<file path="src/srd_pkg.sv">
// Shared constants and types of the serial register-bank link and its host controller.
package srd_pkg;

    // Clock and serial timing of the host end.
    localparam int CLK_PERIOD_NS = 10;
    localparam int SCLK_HALF_NS  = 80;
    localparam int SCLK_HALF_CYC = (SCLK_HALF_NS + CLK_PERIOD_NS - 1) / CLK_PERIOD_NS;

    // Frame layout: address byte in bits 7..0, data byte in bits 15..8.
    localparam int FRAME_BITS = 16;
    localparam int ADDR_BITS  = 8;
    localparam int ACC_BIT    = 7;
    localparam int SEL_MSB    = 6;
    localparam int SEL_LSB    = 2;
    localparam int FLAG_BIT   = 1;
    localparam int FIXED_BIT  = 0;

    // Register selects, written A6 down to A2.
    localparam int CTRL_REGS = 12;
    localparam int STAT_REGS = 7;
    localparam logic [CTRL_REGS-1:0][4:0] CTRL_SEL = {
        5'h07, 5'h03, 5'h12, 5'h02, 5'h1C, 5'h0C,
        5'h14, 5'h04, 5'h18, 5'h08, 5'h10, 5'h00};
    localparam logic [STAT_REGS-1:0][4:0] STAT_SEL = {
        5'h09, 5'h11, 5'h01, 5'h1E, 5'h0E, 5'h16, 5'h06};
    localparam logic [4:0] SEL_IDENTITY = 5'h19;

    // Control register indices in the bank (enables first).
    localparam int CTRL_ENABLE_1 = 0;
    localparam logic [7:0] CTRL_RESET = 8'h00;

    // Global status bit positions.
    localparam int GS_FRAME_ERR = 7;
    localparam int GS_LOAD_ERR  = 6;
    localparam int GS_UNDERV    = 5;
    localparam int GS_OVERV     = 4;
    localparam int GS_POR_N     = 3;
    localparam int GS_TSD       = 2;
    localparam int GS_TPW       = 1;

    // Host controller register byte offsets on AHB-Lite.
    localparam logic [7:0] HOST_TX_OFS       = 8'h00;
    localparam logic [7:0] HOST_RX_OFS       = 8'h04;
    localparam logic [7:0] HOST_STAT_OFS     = 8'h08;
    localparam logic [7:0] HOST_IRQ_STAT_OFS = 8'h0C;
    localparam logic [7:0] HOST_IRQ_MASK_OFS = 8'h10;
    localparam int IRQ_DONE  = 0;
    localparam int IRQ_FAULT = 1;

    typedef enum logic [2:0] {
        H_IDLE,
        H_LEAD,
        H_SHIFT,
        H_TRAIL,
        H_GAP
    } srd_host_state_e;

endpackage

</file>
<file path="src/srd_link_if.sv">
// Four-wire serial link between the host controller and the register bank.
`timescale 1ns/1ps
interface srd_link_if;
    logic sclk;
    logic cs_n;
    logic mosi;
    logic miso;

    modport device (input sclk, input cs_n, input mosi, output miso);
    modport host (output sclk, output cs_n, output mosi, input miso);
endinterface

</file>
<file path="src/srd_sync.sv">
// Two-stage synchroniser for inputs arriving from outside the clock domain.
`timescale 1ns/1ps
module srd_sync #(
    parameter int W = 1
) (
    // Clock and reset
    input  wire logic         ref_clk,
    input  wire logic         rst,
    // Data
    input  wire logic [W-1:0] d,
    output logic      [W-1:0] q
);
    typedef struct packed {
        logic [W-1:0] meta;
        logic [W-1:0] stable;
    } srd_sync_s;

    srd_sync_s st_ff;
    srd_sync_s nxt_st;

    // The first stage feeds only the second stage.
    always_comb begin
        nxt_st        = st_ff;
        nxt_st.meta   = d;
        nxt_st.stable = st_ff.meta;
    end

    always_ff @(posedge ref_clk) begin
        if (rst) begin
            st_ff <= '0;
        end else begin
            st_ff <= nxt_st;
        end
    end

    assign q = st_ff.stable;
endmodule

</file>
<file path="src/srd_device.sv">
// Register bank end of the link: frame decode, control bank, sticky status and bridge gating.
//
// Notes on behaviour
// - Control access: bit7 zero reads, one writes.
// - Status access: bit7 zero reads, one clears.
// - Data byte sits in frame bits 15..8.
// - Address: access bit, select, flag, fixed one.
// - Global status bit order, D0 reserved.
// - Select codes decode to their registers.
// - Both sides enabled turns that bridge off.
// - All control registers zero after reset.
// - Only master writes change control bits.
//
// The AHB-Lite register port and the address map are this design's own decisions.
`timescale 1ns/1ps
module srd_device import srd_pkg::*; #(
    parameter logic [3:0] IDENTITY = 4'hA // Arbitrary value.
) (
    // Clock and reset
    input  wire logic                      ref_clk,
    input  wire logic                      rst,
    // Serial link
    srd_link_if.device                     link,
    // Fault events from the output stages
    input  wire logic [23:0]               overcurrent_event,
    input  wire logic [23:0]               openload_event,
    input  wire logic                      undervoltage_event,
    input  wire logic                      overvoltage_event,
    input  wire logic                      tsd_event,
    input  wire logic                      tpw_event,
    // Bridge and configuration outputs
    output logic      [11:0]               high_side_on,
    output logic      [11:0]               low_side_on,
    output logic      [CTRL_REGS-1:0][7:0] ctrl_image
);
    typedef struct packed {
        logic                      sclk_d;
        logic                      cs_d;
        logic [4:0]                bit_cnt;
        logic [FRAME_BITS-1:0]     rx;
        logic [7:0]                gs_lat;
        logic [7:0]                rd_byte;
        logic                      miso;
        logic [CTRL_REGS-1:0][7:0] ctrl;
        logic [7:0]                gs;
        logic [5:0][7:0]           diag;
        logic [11:0]               hs_on;
        logic [11:0]               ls_on;
    } srd_dev_s;

    srd_dev_s st_ff;
    srd_dev_s nxt_st;
    logic     s_sclk;
    logic     s_cs_n;
    logic     s_cs;
    logic     s_mosi;

    // Link pins come from the master's domain and are synchronised first.
    srd_sync #(.W(3)) u_sync (
        .ref_clk (ref_clk),
        .rst     (rst),
        .d       ({link.sclk, ~link.cs_n, link.mosi}),
        .q       ({s_sclk, s_cs, s_mosi})
    );

    // The select travels inverted so a cleared synchroniser reads as deselected;
    // otherwise the end of reset would look like a short frame and flag an error.
    assign s_cs_n = ~s_cs;

    // Looks a select up in the control table; msb is the hit flag.
    function automatic logic [4:0] find_ctrl(input logic [4:0] sel);
        logic [4:0] r;
        r = '0;
        for (int i = 0; i < CTRL_REGS; i++) begin
            if (sel == CTRL_SEL[i]) begin
                r = {1'b1, 4'(i)};
            end
        end
        return r;
    endfunction

    // Looks a select up in the status table; msb is the hit flag.
    function automatic logic [3:0] find_stat(input logic [4:0] sel);
        logic [3:0] r;
        r = '0;
        for (int i = 0; i < STAT_REGS; i++) begin
            if (sel == STAT_SEL[i]) begin
                r = {1'b1, 3'(i)};
            end
        end
        return r;
    endfunction

    // Frame engine, register bank and status flags.
    always_comb begin
        logic              rise;
        logic              fall;
        logic [15:0]       rxn;
        logic [7:0]        gs_view;
        logic [7:0]        gs_set;
        logic [7:0]        gs_clr;
        logic [5:0][7:0]   diag_set;
        logic [5:0]        diag_clr;
        logic [4:0]        chit;
        logic [3:0]        shit;
        logic [15:0]       resp;
        logic              hs;
        logic              ls;
        nxt_st   = st_ff;
        rise     = s_sclk & ~st_ff.sclk_d;
        fall     = ~s_sclk & st_ff.sclk_d;
        rxn      = {s_mosi, st_ff.rx[15:1]};
        gs_set   = '0;
        gs_clr   = '0;
        diag_clr = '0;
        chit     = '0;
        shit     = '0;
        resp     = {st_ff.rd_byte, st_ff.gs_lat};
        hs       = 1'b0;
        ls       = 1'b0;
        nxt_st.sclk_d = s_sclk;
        nxt_st.cs_d   = s_cs_n;
        // The load error bit is the live OR of the per-output flags.
        gs_view = {st_ff.gs[GS_FRAME_ERR], |st_ff.diag, st_ff.gs[GS_UNDERV:GS_TPW], 1'b0};
        for (int i = 0; i < 3; i++) begin
            diag_set[i]     = overcurrent_event[8*i +: 8];
            diag_set[i + 3] = openload_event[8*i +: 8];
        end
        gs_set[GS_UNDERV] = undervoltage_event;
        gs_set[GS_OVERV]  = overvoltage_event;
        gs_set[GS_TSD]    = tsd_event;
        gs_set[GS_TPW]    = tpw_event;

        if (st_ff.cs_d && !s_cs_n) begin
            // Frame start: the global status goes out in the first byte.
            nxt_st.bit_cnt = '0;
            nxt_st.gs_lat  = gs_view;
            nxt_st.miso    = gs_view[0];
        end else if (!s_cs_n) begin
            if (rise) begin
                nxt_st.rx = rxn;
                if (st_ff.bit_cnt != 5'h1F) begin
                    nxt_st.bit_cnt = st_ff.bit_cnt + 5'h01;
                end
                if (st_ff.bit_cnt == 5'(ADDR_BITS - 1)) begin
                    // Address byte complete: fetch the byte answered in bits 15..8.
                    chit = find_ctrl(rxn[ADDR_BITS + SEL_MSB:ADDR_BITS + SEL_LSB]);
                    shit = find_stat(rxn[ADDR_BITS + SEL_MSB:ADDR_BITS + SEL_LSB]);
                    if (chit[4]) begin
                        nxt_st.rd_byte = st_ff.ctrl[chit[3:0]];
                    end else if (rxn[ADDR_BITS + SEL_MSB:ADDR_BITS + SEL_LSB]
                                 == SEL_IDENTITY) begin
                        nxt_st.rd_byte = {4'h0, IDENTITY};
                    end else if (shit[3] && shit[2:0] == 3'h0) begin
                        nxt_st.rd_byte = gs_view;
                    end else if (shit[3]) begin
                        nxt_st.rd_byte = st_ff.diag[shit[2:0] - 3'h1];
                    end else begin
                        nxt_st.rd_byte = 8'h00; // Reserved selects read as zero.
                    end
                end
            end
            if (fall && st_ff.bit_cnt != 5'h00 && st_ff.bit_cnt < 5'(FRAME_BITS)) begin
                nxt_st.miso = resp[st_ff.bit_cnt[3:0]];
            end
        end else if (!st_ff.cs_d && s_cs_n) begin
            // Frame end: only a whole frame may act on the bank.
            if (st_ff.bit_cnt != 5'(FRAME_BITS)) begin
                gs_set[GS_FRAME_ERR] = 1'b1;
            end else if (st_ff.rx[FIXED_BIT] && st_ff.rx[ACC_BIT]) begin
                chit = find_ctrl(st_ff.rx[SEL_MSB:SEL_LSB]);
                shit = find_stat(st_ff.rx[SEL_MSB:SEL_LSB]);
                if (chit[4]) begin
                    // Identity and reserved selects never hit the bank.
                    nxt_st.ctrl[chit[3:0]] = st_ff.rx[15:8];
                end else if (shit[3] && shit[2:0] == 3'h0) begin
                    gs_clr = 8'hFF;
                end else if (shit[3]) begin
                    diag_clr[shit[2:0] - 3'h1] = 1'b1;
                end
            end
        end

        // A flag set in the same cycle as its clear stays set.
        nxt_st.gs = (st_ff.gs & ~gs_clr) | gs_set;
        nxt_st.gs[GS_LOAD_ERR] = 1'b0;
        nxt_st.gs[0] = 1'b0;
        nxt_st.gs[GS_POR_N] = st_ff.gs[GS_POR_N] | gs_clr[GS_POR_N];
        for (int i = 0; i < 6; i++) begin
            nxt_st.diag[i] = (diag_clr[i] ? 8'h00 : st_ff.diag[i]) | diag_set[i];
        end

        // Cross-current guard on each half-bridge.
        for (int k = 0; k < 12; k++) begin
            ls = st_ff.ctrl[CTRL_ENABLE_1 + k / 4][2 * (k % 4)];
            hs = st_ff.ctrl[CTRL_ENABLE_1 + k / 4][2 * (k % 4) + 1];
            nxt_st.hs_on[k] = hs & ~ls;
            nxt_st.ls_on[k] = ls & ~hs;
        end
    end

    // Power-on and device reset clear the whole bank.
    always_ff @(posedge ref_clk) begin
        if (rst) begin
            st_ff      <= '0;
            st_ff.ctrl <= {CTRL_REGS{CTRL_RESET}};
            st_ff.cs_d <= 1'b1;
        end else begin
            st_ff <= nxt_st;
        end
    end

    assign link.miso    = st_ff.miso;
    assign high_side_on = st_ff.hs_on;
    assign low_side_on  = st_ff.ls_on;
    assign ctrl_image   = st_ff.ctrl;
endmodule

</file>
<file path="src/flat_wrapper.sv">
// flat-port wrapper written by rule: the top's interface ports become plain ports
module srd_device_flat import srd_pkg::*;
#(
    parameter logic [3:0] IDENTITY = 4'hA                    
)
  (ref_clk, rst, overcurrent_event, openload_event, undervoltage_event, overvoltage_event, tsd_event, tpw_event, high_side_on, low_side_on, ctrl_image, link_sclk, link_cs_n, link_mosi, link_miso);
  srd_link_if link_i ();
  input  wire logic ref_clk;
  input  wire logic rst;
  input  wire logic [23:0] overcurrent_event;
  input  wire logic [23:0] openload_event;
  input  wire logic undervoltage_event;
  input  wire logic overvoltage_event;
  input  wire logic tsd_event;
  input  wire logic tpw_event;
  output logic      [11:0] high_side_on;
  output logic      [11:0] low_side_on;
  output logic      [CTRL_REGS-1:0][7:0] ctrl_image;
  input wire logic [$bits(link_i.sclk)-1:0] link_sclk;
  input wire logic [$bits(link_i.cs_n)-1:0] link_cs_n;
  input wire logic [$bits(link_i.mosi)-1:0] link_mosi;
  output wire logic [$bits(link_i.miso)-1:0] link_miso;
  assign link_i.sclk = link_sclk;
  assign link_i.cs_n = link_cs_n;
  assign link_i.mosi = link_mosi;
  assign link_miso = link_i.miso;
  srd_device #(.IDENTITY(IDENTITY)) u_core (.ref_clk(ref_clk), .rst(rst), .link(link_i), .overcurrent_event(overcurrent_event), .openload_event(openload_event), .undervoltage_event(undervoltage_event), .overvoltage_event(overvoltage_event), .tsd_event(tsd_event), .tpw_event(tpw_event), .high_side_on(high_side_on), .low_side_on(low_side_on), .ctrl_image(ctrl_image));
endmodule
</file>
<file path="config.mk">
export PLATFORM = sky130hd
export DESIGN_NAME = srd_device_flat
export DESIGN_NICKNAME = d
export VERILOG_FILES = /design/src/srd_pkg.sv /design/src/srd_link_if.sv /design/src/srd_sync.sv /design/src/srd_device.sv /design/src/flat_wrapper.sv
export SDC_FILE = /design/constraint.sdc
export NUM_CORES = 1
export LEC_CHECK = 0
export ABC_AREA = 1
export BUFFER_PORTS_ARGS = -buffer_cell sky130_fd_sc_hd__buf_2
export CORE_ASPECT_RATIO = 0.9
export CORE_MARGIN = 8
export CORE_UTILIZATION = 27
export CTS_CLUSTER_SIZE = 8
export DETAILED_ROUTE_END_ITERATION = 12
export GPL_ROUTABILITY_DRIVEN = 1
export PLACE_DENSITY = 0.48
export SLEW_MARGIN = 20
export SYNTH_ARGS = -nofsm -noshare
export SYNTH_HDL_FRONTEND = slang
export SYNTH_SLANG_ARGS = --single-unit
</file>
<file path="constraint.sdc">
create_clock -name ref_clk -period 3.2 [get_ports ref_clk]
set_clock_uncertainty 0.2 [all_clocks]
set_input_delay 0.8 -clock ref_clk [delete_from_list [all_inputs] [get_ports ref_clk]]
set_output_delay 0.8 -clock ref_clk [all_outputs]
set_load 0.05 [all_outputs]
</file>
==> impl_results.rst, run 1 <==
.. list-table::
   :header-rows: 1

   * - Metric
     - Value
   * - Status
     - complete, no violations
   * - GPL Wtd Cong
     - between 0.8 and 0.9
   * - Number of antenna diodes
     - 0
   * - Total power divided by cell area
     - between 400 and 500 nW/um2
   * - Combined buffer and inverter count along the critical path
     - 2
   * - TritonCTS clock tree
     - built
   * - Clk buf depth
     - 3
   * - Aggregate routed wire length
     - 36600 um
   * - Gate power share
     - 3.6%
   * - Total of warnings raised by yosys
     - 0
   * - Sequential share of the synthesized area
     - between 40 and 50%
   * - Total power draw
     - between 5000 and 6000 uW
   * - Top cell family by delay on the critical path
     - flip-flops
   * - Number of clock sinks
     - 219
   * - Sequential share of power
     - 48.1%
   * - Detailed-route via count
     - slightly below 10000
   * - Reported leakage power
     - approximately 0.0052 uW
   * - CP peak stage delay
     - roughly 630 ps
   * - Min cycle time layout
     - 2890 ps
   * - Mean routed wirelength per cell
     - around 18 um
   * - Number of setup violations in the final report
     - 0
   * - Clock root buffer
     - sky130_fd_sc_hd__clkbuf_16
   * - Wire length on met1
     - between 15000 and 20000 um
   * - Peak VDD IR
     - between 300 and 400 uV
   * - RSZ-0062 raised after global routing
     - false
   * - Antenna violations before repair
     - 0
   * - Global-route wire length before repair
     - ~56000 um
   * - Nets
     - between 1500 and 2000
   * - Yosys top cell by area
     - sky130_fd_sc_hd__dfxtp_1
   * - Detailed-routed wire length on met2
     - 16500 um
   * - Full die area
     - ~46000 um2
   * - Classification of the worst-slack hold path
     - in -> reg
   * - Worst path cell trace
     - clkinv_1, a31oi_1, ha_1, inv_1, nor3_1, nand4_1, a21oi_1, nor2_1
   * - Max Cap Viol
     - 0
   * - Category of the worst setup path capture point
     - flop
   * - HPWL after DPL
     - 27500 um
   * - Die W
     - 225 um
   * - Number of detailed-routing iterations run before antenna repair
     - 5
   * - Library cell contributing the largest single delay on the critical path
     - sky130_fd_sc_hd__dfxtp_1
   * - Number of cells upsized or downsized after cts
     - 0
   * - Design internal power
     - approximately 4600 uW
   * - Number of port buffers
     - about 180
   * - Final sum of negative setup slack
     - 0 ps
   * - Endpoint arrival time on the critical path
     - just over 3000 ps
   * - DRC marker count from the first detailed-route iteration
     - a little under 700
   * - Cell types with the largest area share after synthesis
     - sky130_fd_sc_hd__dfxtp_1 (41%), sky130_fd_sc_hd__nand2_1 (10%), sky130_fd_sc_hd__buf_4 (8.7%)
   * - Achievable clock frequency
     - about 350 MHz
   * - Total length of routed met3 wires
     - roughly 2000 um
   * - Number of H-tree levels
     - 1
   * - Register area
     - ~4400 um2
   * - Pin count of the biggest net entering global routing
     - 128
   * - Net switching share of the total power
     - 22.4%
   * - Final clock period utilization by the worst path
     - between 90% and 100%
   * - Classification of the worst setup path
     - reg -> reg
   * - Clock latency reported for the late side of the worst-skew pair
     - between 500 and 600 ps
   * - Worst-case headroom to the max-slew limit
     - around two fifths
   * - Total of flip-flops plus latches after synthesis
     - roughly 220
   * - Sort of element at the start of the critical path
     - flop
   * - Std-Cell Core Area
     - a little under 40000 um2
   * - Io pins
     - between 150 and 200
   * - Clock transition at the registers of the reported paths
     - 50 ps
   * - Max Slew Vio Count
     - 0
   * - Post-route antenna net violation count
     - 0
   * - Die span in y
     - 204 um
   * - Global-route usage over all layers
     - between 10% and 20%
   * - Slew of the pin with the lowest slew margin
     - roughly 870 ps
   * - Fraction of final layout cells sized beyond drive strength 1
     - 17.2%
   * - Standard-cell row count
     - 69
   * - Synthesized cell area
     - around 11000 um2
   * - Cts bufs inserted
     - 31
   * - Required time of the critical path
     - ~3400 ps
   * - Via/cell ratio
     - 4.63
   * - Overflow left after global routing
     - 0
   * - Net switching power of the design
     - about 1300 uW
   * - Buffer count from post-CTS setup fixing
     - 0
   * - Largest fanout of any net on the critical path
     - 8
   * - Highest metal layer with signal wires
     - met4
   * - Syn_nets
     - roughly 1600
   * - Cells after Synth
     - between 1000 and 1500
   * - Number of failing hold endpoints at the final stage
     - 0
   * - Distinct cell type count of the synthesized netlist
     - 36
   * - Relative contribution of the clock network to total power
     - between 40% and 50%
   * - DRC violations left
     - 0
   * - Number of filler instances in the final layout
     - approximately 4300
   * - Starting density of the core
     - between 20% and 30%
   * - Hold-fix buffers, CTS
     - 0
   * - Area share of the leading cell type in the synthesized netlist
     - between 40% and 50%
   * - Vias in the first global route
     - between 9000 and 10000
   * - Multi-input gate area
     - 4340 um2
   * - Layout area overhead
     - 12.9%
   * - Post-synthesis area per instance
     - about 7.1 um2
## synthesized netlist by cell type, drive strengths merged
cell type,n
o211ai,15
nand3,123
a21oi,184
inv,173
clkinv,2
buf,146
or2,2
o22ai,5
xor2,1
a2111oi,1
ha,7
a31oi,2
clkbuf,39
o21bai,1
dfxtp,219
nand2b,1
a41oi,1
nor3,38
o21ai,110
nor2,111
nor4,8
nand2,297
nand4,12
## sequential cells by signal (all words and copies together) (netlist names)
signal	cells
u_core.ctrl_image	96
u_core.st_ff	92
u_core.high_side_on	12
u_core.low_side_on	12
u_core.u_sync.nxt_st	3
u_core.u_sync.q	3
u_core.link.miso	1
## logic make-up after synthesis
| kind of cell | after synthesis | share of synthesized area, % |
|---|---|---|
| AND/OR/NAND/NOR | 592 | 24.3 |
| buffers and inverters | 360 | 17.6 |
| AO/OA/AOI/OAI | 319 | 15.7 |
| flip-flops | 219 | 41.4 |
| adder cells (fa/ha/maj) | 7 | 0.827 |
| XOR/XNOR | 1 | 0.0827 |
## cells in the final DEF (no fill, tap or decap), drive strengths merged, types with 2 or more instances in the layout
cell	count
a31oi	2
nand2	297
nand4	12
nand3	123
inv	173
nor3	38
nor2	111
or2	2
dfxtp	219
buf	202
a21oi	184
o211ai	15
ha	7
nor4	8
clkinv	2
clkbuf	36
o22ai	5
o21ai	110
## power by group through the flow
stage	Sequential [uW]	Combinational, uW	Clock (uW)
6_report	2830	213	2840
5_1_grt	2830	244	3030
4_1_cts	2830	216	2930
3_5_place_dp	2880	215	0
3_3_place_gp	2880	213	0
2_1_floorplan	2870	133	0
## worst register-to-register path, delay by kind of cell, from the launching register on
kind,cells,cell delay [ps]
compound gates,2,620
fa+ha+maj,1,180
buf+inv,2,500
flops,1,630
simple gates,3,600
## metrics by stage
stage               setup slack [ps]  hold WS (ps)  instance area [um2]  util, %  std cells
floorplan                        600           188                10600        -       1498
global placement                 397           202                11200     28.5       2047
detailed placement               339           201                11200     28.5       2047
CTS                              355           162                12000     30.6       2083
global route                    65.4           178                12000     30.6       2083
finish                           311           196                12000     30.6       2083
## layout make-up
class / count / share of cell area (%)
well taps: 532 / 5.57
repair buffers: 202 / 9.32
inverters: 175 / 5.50
clock buffers: 36 / 6.65
multi-input cells: 919 / 36.3
flip-flops and latches: 219 / 36.7
## per-layer routing
| layer | GRT usage [%] | vias up |
|---|---|---|
| met1 | 21.4 | 4505 |
| met2 | 24.6 | 257 |
| met3 | 2.93 | 49 |
| li1 | - | 4842 |
| met4 | 3.83 | 0 |
| met5 | 0 | - |
## path summary, 6_finish.rpt
path                                           endpoint  slack, ps  cells after the start               startpoint
worst max-delay path                   u_core.st_ff[71]        310                      8        u_core.st_ff[199]
worst min-delay path            u_core.u_sync.nxt_st[1]        200                      2                link_cs_n
worst max register to register         u_core.st_ff[71]        310                      8        u_core.st_ff[199]
worst min register to register       u_core.u_sync.q[1]        200                      2  u_core.u_sync.nxt_st[1]
Note: power is estimated with default switching activity, not from simulation.
==> inputs of run 2 (changes only) <==
==> constraint.sdc (replaced) <==
create_clock -name ref_clk -period 3.2 [get_ports ref_clk]
set_clock_uncertainty 0.2 [all_clocks]
set_input_delay 0.64 -clock ref_clk [delete_from_list [all_inputs] [get_ports ref_clk]]
set_output_delay 0.64 -clock ref_clk [all_outputs]
set_load 0.05 [all_outputs]
==> impl_results.rst, run 2 (synthesis gave the netlist of run 1 again) <==
.. list-table::
   :header-rows: 1

   * - Metric
     - Value
   * - Aggregate routed wire length
     - 36700 um (+0.40%)
   * - Final sum of negative setup slack
     - 0 ps (unchanged)
   * - Peak VDD IR
     - 368 uV (+6.8%)
   * - Required time of the critical path
     - 3420 ps (about the same)
   * - Reported leakage power
     - 0.00525 uW (+0.29%)
   * - Depth of the worst register-to-register path
     - 10 (+2)
   * - RSZ-0062 raised after global routing
     - false
   * - Starting density of the core
     - 27.1% (unchanged)
   * - Number of setup violations in the final report
     - 0 (unchanged)
   * - Smallest hold slack
     - 35.1 ps (-161 ps)
   * - Status
     - complete, no violations
   * - Sort of element at the start of the critical path
     - flop
   * - Number of detailed-routing iterations run before antenna repair
     - 5 (unchanged)
   * - HPWL after DPL
     - 27500 um (+0.26%)
   * - Number of failing hold endpoints at the final stage
     - 0 (unchanged)
   * - Category of the worst setup path capture point
     - flop
   * - Total power divided by cell area
     - 495 nW/um2 (+0.49%)
   * - Cts bufs inserted
     - 31 (unchanged)
   * - Number of clock sinks
     - 219 (unchanged)
   * - Nets
     - 1615 (+0.19%)
   * - TritonCTS clock tree
     - built
   * - Pin count of the biggest net entering global routing
     - 81 (-37%)
   * - Std-Cell Core Area
     - 39100 um2 (unchanged)
   * - DRC violations left
     - 0 (unchanged)
   * - Layout area overhead
     - 13.0%
   * - End point of the most critical hold path
     - u_core.u_sync.nxt_st[1]
   * - Clock latency reported for the late side of the worst-skew pair
     - 570 ps (about the same)
   * - Classification of the worst setup path
     - reg -> reg
   * - Vias in the first global route
     - 9335 (-1.2%)
   * - Fraction of final layout cells sized beyond drive strength 1
     - 17.4% (+0.29 points)
   * - Die W
     - 225 um (unchanged)
   * - Global-route wire length before repair
     - 56900 um (+0.75%)
   * - Number of filler instances in the final layout
     - 4313 (+0.33%)
   * - Clk buf depth
     - 3 (unchanged)
   * - Detailed-route via count
     - 9682 (+0.30%)
   * - DRC marker count from the first detailed-route iteration
     - 737 (+6.5%)
   * - Cell area after layout
     - 12000 um2 (+0.10%)
   * - Via/cell ratio
     - 4.64 (+0.16%)
   * - Fin util
     - 30.6% (+0.032 points)
   * - Worst Hold Depth
     - 2 (unchanged)
   * - Classification of the worst-slack hold path
     - in -> reg
   * - Post-route setup slack
     - 392 ps (+81.9 ps)
   * - Post-route antenna net violation count
     - 0 (unchanged)
   * - Endpoint of the worst-slack reg-to-reg timing path
     - u_core.st_ff[65]
   * - Clock transition at the registers of the reported paths
     - 50 ps (about the same)
   * - Io pins
     - 178 (unchanged)
   * - Area after detailed placement
     - 11200 um2 (about the same)
   * - Global-route usage over all layers
     - 15.6% (+0.070 points)
   * - Number of antenna diodes
     - 0 (unchanged)
   * - Mean routed wirelength per cell
     - 17.6 um (+0.25%)
   * - R2r startpoint
     - u_core.st_ff[198]
   * - Overflow left after global routing
     - 0 (unchanged)
   * - Register-to-Register Setup Slack
     - 390 ps (+80 ps)
   * - GPL Wtd Cong
     - 0.853 (-1.0%)
   * - Die span in y
     - 204 um (unchanged)
   * - Number of cells upsized or downsized after cts
     - 0 (unchanged)
   * - Highest-count cells in the layout ignoring fill and taps
     - sky130_fd_sc_hd__nand2_1 (292), sky130_fd_sc_hd__dfxtp_1 (219), sky130_fd_sc_hd__a21oi_1 (184)
   * - Multi-input gate area
     - 4340 um2 (unchanged)
   * - Worst slack after detailed placement
     - 463 ps (+124 ps)
   * - Flip-flop count of the largest register, all copies and words added
     - 96 (unchanged)
   * - Number of H-tree levels
     - 1 (unchanged)
   * - Register area
     - 4380 um2 (unchanged)
   * - Slew of the pin with the lowest slew margin
     - 870 ps (-0.523 ps)
   * - Standard-cell row count
     - 69 (unchanged)
   * - Min cycle time layout
     - 2810 ps (-81.9 ps)
   * - Antenna violations before repair
     - 0 (unchanged)
   * - Worst hold path startpoint
     - link_cs_n
   * - Max Slew Vio Count
     - 0 (unchanged)
   * - Most common cell after layout, fill and taps aside
     - sky130_fd_sc_hd__nand2_1
   * - Number of port buffers
     - 177 (unchanged)
   * - Buffer count from post-CTS setup fixing
     - 0 (unchanged)
   * - Max Cap Viol
     - 0 (unchanged)
   * - Full die area
     - 45800 um2 (unchanged)
   * - Clock root buffer
     - sky130_fd_sc_hd__clkbuf_16
   * - Final clock period utilization by the worst path
     - 87.7% (-2.6 points)
   * - Endpoint arrival time on the critical path
     - 3030 ps (-80 ps)
   * - Worst-case headroom to the max-slew limit
     - 41.9% (about the same)
   * - Hold-fix buffers, CTS
     - 0 (unchanged)
   * - Achievable clock frequency
     - 356 MHz (+2.9%)
   * - Largest fanout of any net on the critical path
     - 8 (unchanged)
run 2: cell count changes in the layout (fill, tap and decap cells not counted), sizes merged:
cell    change
clkbuf      -1
buf         +3
inv         +1
run 2: how the worst max path moves through the flow:
stage | startpoint | to | slack (ps) | depth (start not counted)
2_1_floorplan | u_core.st_ff[205] | u_core.st_ff[180] | 600 | 16
3_3_place_gp | u_core.st_ff[199] | u_core.st_ff[44] | 490 | 9
3_5_place_dp | u_core.st_ff[198] | u_core.st_ff[65] | 460 | 10
4_1_cts | u_core.st_ff[198] | u_core.st_ff[65] | 450 | 10
5_1_grt | u_core.st_ff[198] | u_core.st_ff[64] | 150 | 10
6_report | u_core.st_ff[198] | u_core.st_ff[65] | 390 | 10
run 2: metrics by stage:
step | total power [uW] | cells
floorplan | 3000 | 1498
global placement | 3090 | 2050
detailed placement | 3090 | 2050
CTS | 5990 | 2086
global route | 6140 | 2086
finish | 5920 | 2086
run 2: worst max-delay path, stage by stage, from the launching register on:
cell	delay (ps)
sky130_fd_sc_hd__dfxtp_1	400
sky130_fd_sc_hd__inv_2	170
sky130_fd_sc_hd__nand2_1	100
sky130_fd_sc_hd__nor3_1	280
sky130_fd_sc_hd__o21ai_0	220
sky130_fd_sc_hd__ha_1	370
sky130_fd_sc_hd__inv_1	60
sky130_fd_sc_hd__nor3_1	180
sky130_fd_sc_hd__nand4_1	380
sky130_fd_sc_hd__a21oi_1	250
sky130_fd_sc_hd__nor2_1	50
run 2: where the power goes:
group / internal (uW) / switching (uW)
Sequential: 2790 / 41.3
Combinational: 81.9 / 128
Clock: 1720 / 1160
run 2: area by class of cell:
| type | instances | area share [%] |
|---|---|---|
| clock inverter | 1 | 0.0732 |
| multi-input combinational | 919 | 36.3 |
| tap | 532 | 5.56 |
| clock buffer | 35 | 6.69 |
| sequential | 219 | 36.6 |
| inverter | 175 | 5.49 |
| timing repair buffer | 205 | 9.28 |
run 2: layer usage:
layer / vias to the layer above / track usage (%) / part of all wire [%]
li1: 4839 / - / -
met1: 4496 / 21.2 / 47
met2: 286 / 24.6 / 45
met3: 61 / 3.31 / 6.5
met4: 0 / 4.16 / 2.3
met5: - / 0 / 0
==> inputs of run 3 (changes only) <==
--- a/config.mk
+++ b/config.mk
@@ -13,6 +13,7 @@
 export CTS_CLUSTER_SIZE = 8
 export DETAILED_ROUTE_END_ITERATION = 12
 export GPL_ROUTABILITY_DRIVEN = 1
+export HOLD_SLACK_MARGIN = 0.12
 export PLACE_DENSITY = 0.48
 export SLEW_MARGIN = 20
 export SYNTH_ARGS = -nofsm -noshare
==> impl_results.rst, run 3 (synthesis gave the netlist of run 1 again) <==
.. list-table::
   :header-rows: 1

   * - Metric
     - Value
   * - Status
     - complete, no violations
   * - DRC marker count from the first detailed-route iteration
     - 726 (-1.5%)
   * - Global-route wire length before repair
     - 58000 um (+1.9%)
   * - Highest-count cells in the layout ignoring fill and taps
     - sky130_fd_sc_hd__nand2_1 (292), sky130_fd_sc_hd__dfxtp_1 (219), sky130_fd_sc_hd__a21oi_1 (184)
   * - Global-route usage over all layers
     - 15.8% (+0.29 points)
   * - GPL Wtd Cong
     - 0.853 (unchanged)
   * - Via/cell ratio
     - 4.63 (-0.29%)
   * - Number of clock sinks
     - 219 (unchanged)
   * - Max Cap Viol
     - 0 (unchanged)
   * - Number of setup violations in the final report
     - 0 (unchanged)
   * - Vias in the first global route
     - 9617 (+3.0%)
   * - Peak VDD IR
     - 371 uV (+0.65%)
   * - Number of detailed-routing iterations run before antenna repair
     - 5 (unchanged)
   * - Number of filler instances in the final layout
     - 4260 (-1.2%)
   * - Clock latency reported for the late side of the worst-skew pair
     - 570 ps (about the same)
   * - Final clock period utilization by the worst path
     - 88.3% (+0.58 points)
   * - Final sum of negative setup slack
     - 0 ps (unchanged)
   * - Achievable clock frequency
     - 354 MHz (-0.66%)
   * - Classification of the worst setup path
     - reg -> reg
   * - Category of the worst setup path capture point
     - flop
   * - Number of failing hold endpoints at the final stage
     - 0 (unchanged)
   * - Standard-cell row count
     - 69 (unchanged)
   * - Post-route antenna net violation count
     - 0 (unchanged)
   * - Antenna violations before repair
     - 0 (unchanged)
   * - DRC violations left
     - 0 (unchanged)
   * - Number of cells upsized or downsized after cts
     - 0 (unchanged)
   * - Full die area
     - 45800 um2 (unchanged)
   * - Reported leakage power
     - 0.00548 uW (+4.4%)
   * - Most common cell after layout, fill and taps aside
     - sky130_fd_sc_hd__nand2_1
   * - Pin count of the biggest net entering global routing
     - 81 (unchanged)
   * - Largest fanout of any net on the critical path
     - 8 (unchanged)
   * - Io pins
     - 178 (unchanged)
   * - Max Slew Vio Count
     - 0 (unchanged)
   * - Aggregate routed wire length
     - 37300 um (+1.7%)
   * - Starting density of the core
     - 27.1% (unchanged)
   * - Number of antenna diodes
     - 0 (unchanged)
   * - HPWL after DPL
     - 27500 um (unchanged)
   * - Fraction of final layout cells sized beyond drive strength 1
     - 16.8% (-0.60 points)
   * - Worst-case headroom to the max-slew limit
     - 41.8% (-0.13 points)
   * - Die span in y
     - 204 um (unchanged)
   * - Register area
     - 4380 um2 (unchanged)
   * - Endpoint arrival time on the critical path
     - 3040 ps (about the same)
   * - RSZ-0062 raised after global routing
     - false
   * - Non-filler cells in the finished layout
     - 2141 (+2.6%)
   * - DP Cell Count
     - 2050 (unchanged)
   * - Min cycle time layout
     - 2830 ps (+18.6 ps)
   * - Layout area overhead
     - 18.2%
   * - Number of H-tree levels
     - 1 (unchanged)
   * - Detailed-route via count
     - 9908 (+2.3%)
   * - Sort of element at the start of the critical path
     - flop
   * - Clk buf depth
     - 3 (unchanged)
   * - Number of port buffers
     - 177 (unchanged)
   * - Cts bufs inserted
     - 31 (unchanged)
   * - Slew of the pin with the lowest slew margin
     - 872 ps (+1.96 ps)
   * - Classification of the worst-slack hold path
     - reg -> reg
   * - Mean routed wirelength per cell
     - 17.4 um (-0.87%)
   * - TritonCTS clock tree
     - built
   * - Overflow left after global routing
     - 0 (unchanged)
   * - Clock transition at the registers of the reported paths
     - 50 ps (about the same)
   * - Die W
     - 225 um (unchanged)
   * - Required time of the critical path
     - 3420 ps (about the same)
   * - Clock root buffer
     - sky130_fd_sc_hd__clkbuf_16
   * - Flip-flop count of the largest register, all copies and words added
     - 96 (unchanged)
   * - Multi-input gate area
     - 4340 um2 (unchanged)
   * - Nets
     - 1670 (+3.4%)
   * - Smallest hold slack
     - 201 ps (+166 ps)
   * - Std-Cell Core Area
     - 39100 um2 (unchanged)
   * - Total power divided by cell area
     - 477 nW/um2 (-3.5%)
[run 3: cell types whose count changed in the layout (fill, tap and decap cells not counted), sizes merged]
cell / before / now
dlygate4sd3: 0 / 55
[run 3: worst paths after layout]
| check | start | to | slack, ps | depth (start not counted) |
|---|---|---|---|---|
| worst min-delay path | u_core.u_sync.nxt_st[1] | u_core.u_sync.q[1] | 200 | 2 |
| worst max-delay path | u_core.st_ff[198] | u_core.st_ff[71] | 370 | 10 |
| worst max register to register | u_core.st_ff[198] | u_core.st_ff[71] | 370 | 10 |
| worst min register to register | u_core.u_sync.nxt_st[1] | u_core.u_sync.q[1] | 200 | 2 |
[run 3: repair_timing]
action,in CTS,in global routing
hold endpoints to repair,55,0
buffers inserted,0,0
setup endpoints to repair,0,0
hold buffers,55,0
[run 3: report_power, final]
group | leakage (uW) | switching, uW | internal, uW
clock network | 0.000397 | 1160 | 1720
registers | 0.00178 | 41.1 | 2790
logic | 0.00330 | 138 | 126
[run 3: worst max-delay path, cell delays in order, from the launching register on]
cell and delay (ps):
sky130_fd_sc_hd__dfxtp_1 400, sky130_fd_sc_hd__inv_2 170, sky130_fd_sc_hd__nand2_1 100, sky130_fd_sc_hd__nor3_1 280
sky130_fd_sc_hd__o21ai_0 230, sky130_fd_sc_hd__ha_1 370, sky130_fd_sc_hd__inv_1 60, sky130_fd_sc_hd__nor3_1 180
sky130_fd_sc_hd__nand4_1 390, sky130_fd_sc_hd__a21oi_1 250, sky130_fd_sc_hd__nor2_1 50
[run 3: final cells by class]
class | instances | share of cell area (%)
sequential | 219 | 35.0
tap | 532 | 5.32
clock buffer | 35 | 6.40
clock inverter | 1 | 0.0700
timing repair buffer | 260 | 13.3
multi-input combinational | 919 | 34.7
inverter | 175 | 5.25
[run 3: metrics by stage]
| step | area, um2 | setup slack, ps | utilization (%) | power, uW |
|---|---|---|---|---|
| detailed placement | 11200 | 463 | 28.5 | 3090 |
| global route | 12500 | 145 | 32.0 | 6190 |
| CTS | 12500 | 447 | 32.0 | 6040 |
| floorplan | 10600 | 600 | - | 3000 |
| finish | 12500 | 374 | 32.0 | 5970 |
| global placement | 11200 | 492 | 28.5 | 3090 |
[run 3: layer usage]
metal	vias to the layer above	GRT usage (%)	part of all wire (%)	routed length [um]
met1	4592	21.4	47	17400
met4	0	4.79	2.8	1030
met3	71	3.27	6.0	2220
met5	-	0	0	0
met2	296	25.3	45	16700
li1	4949	-	-	-
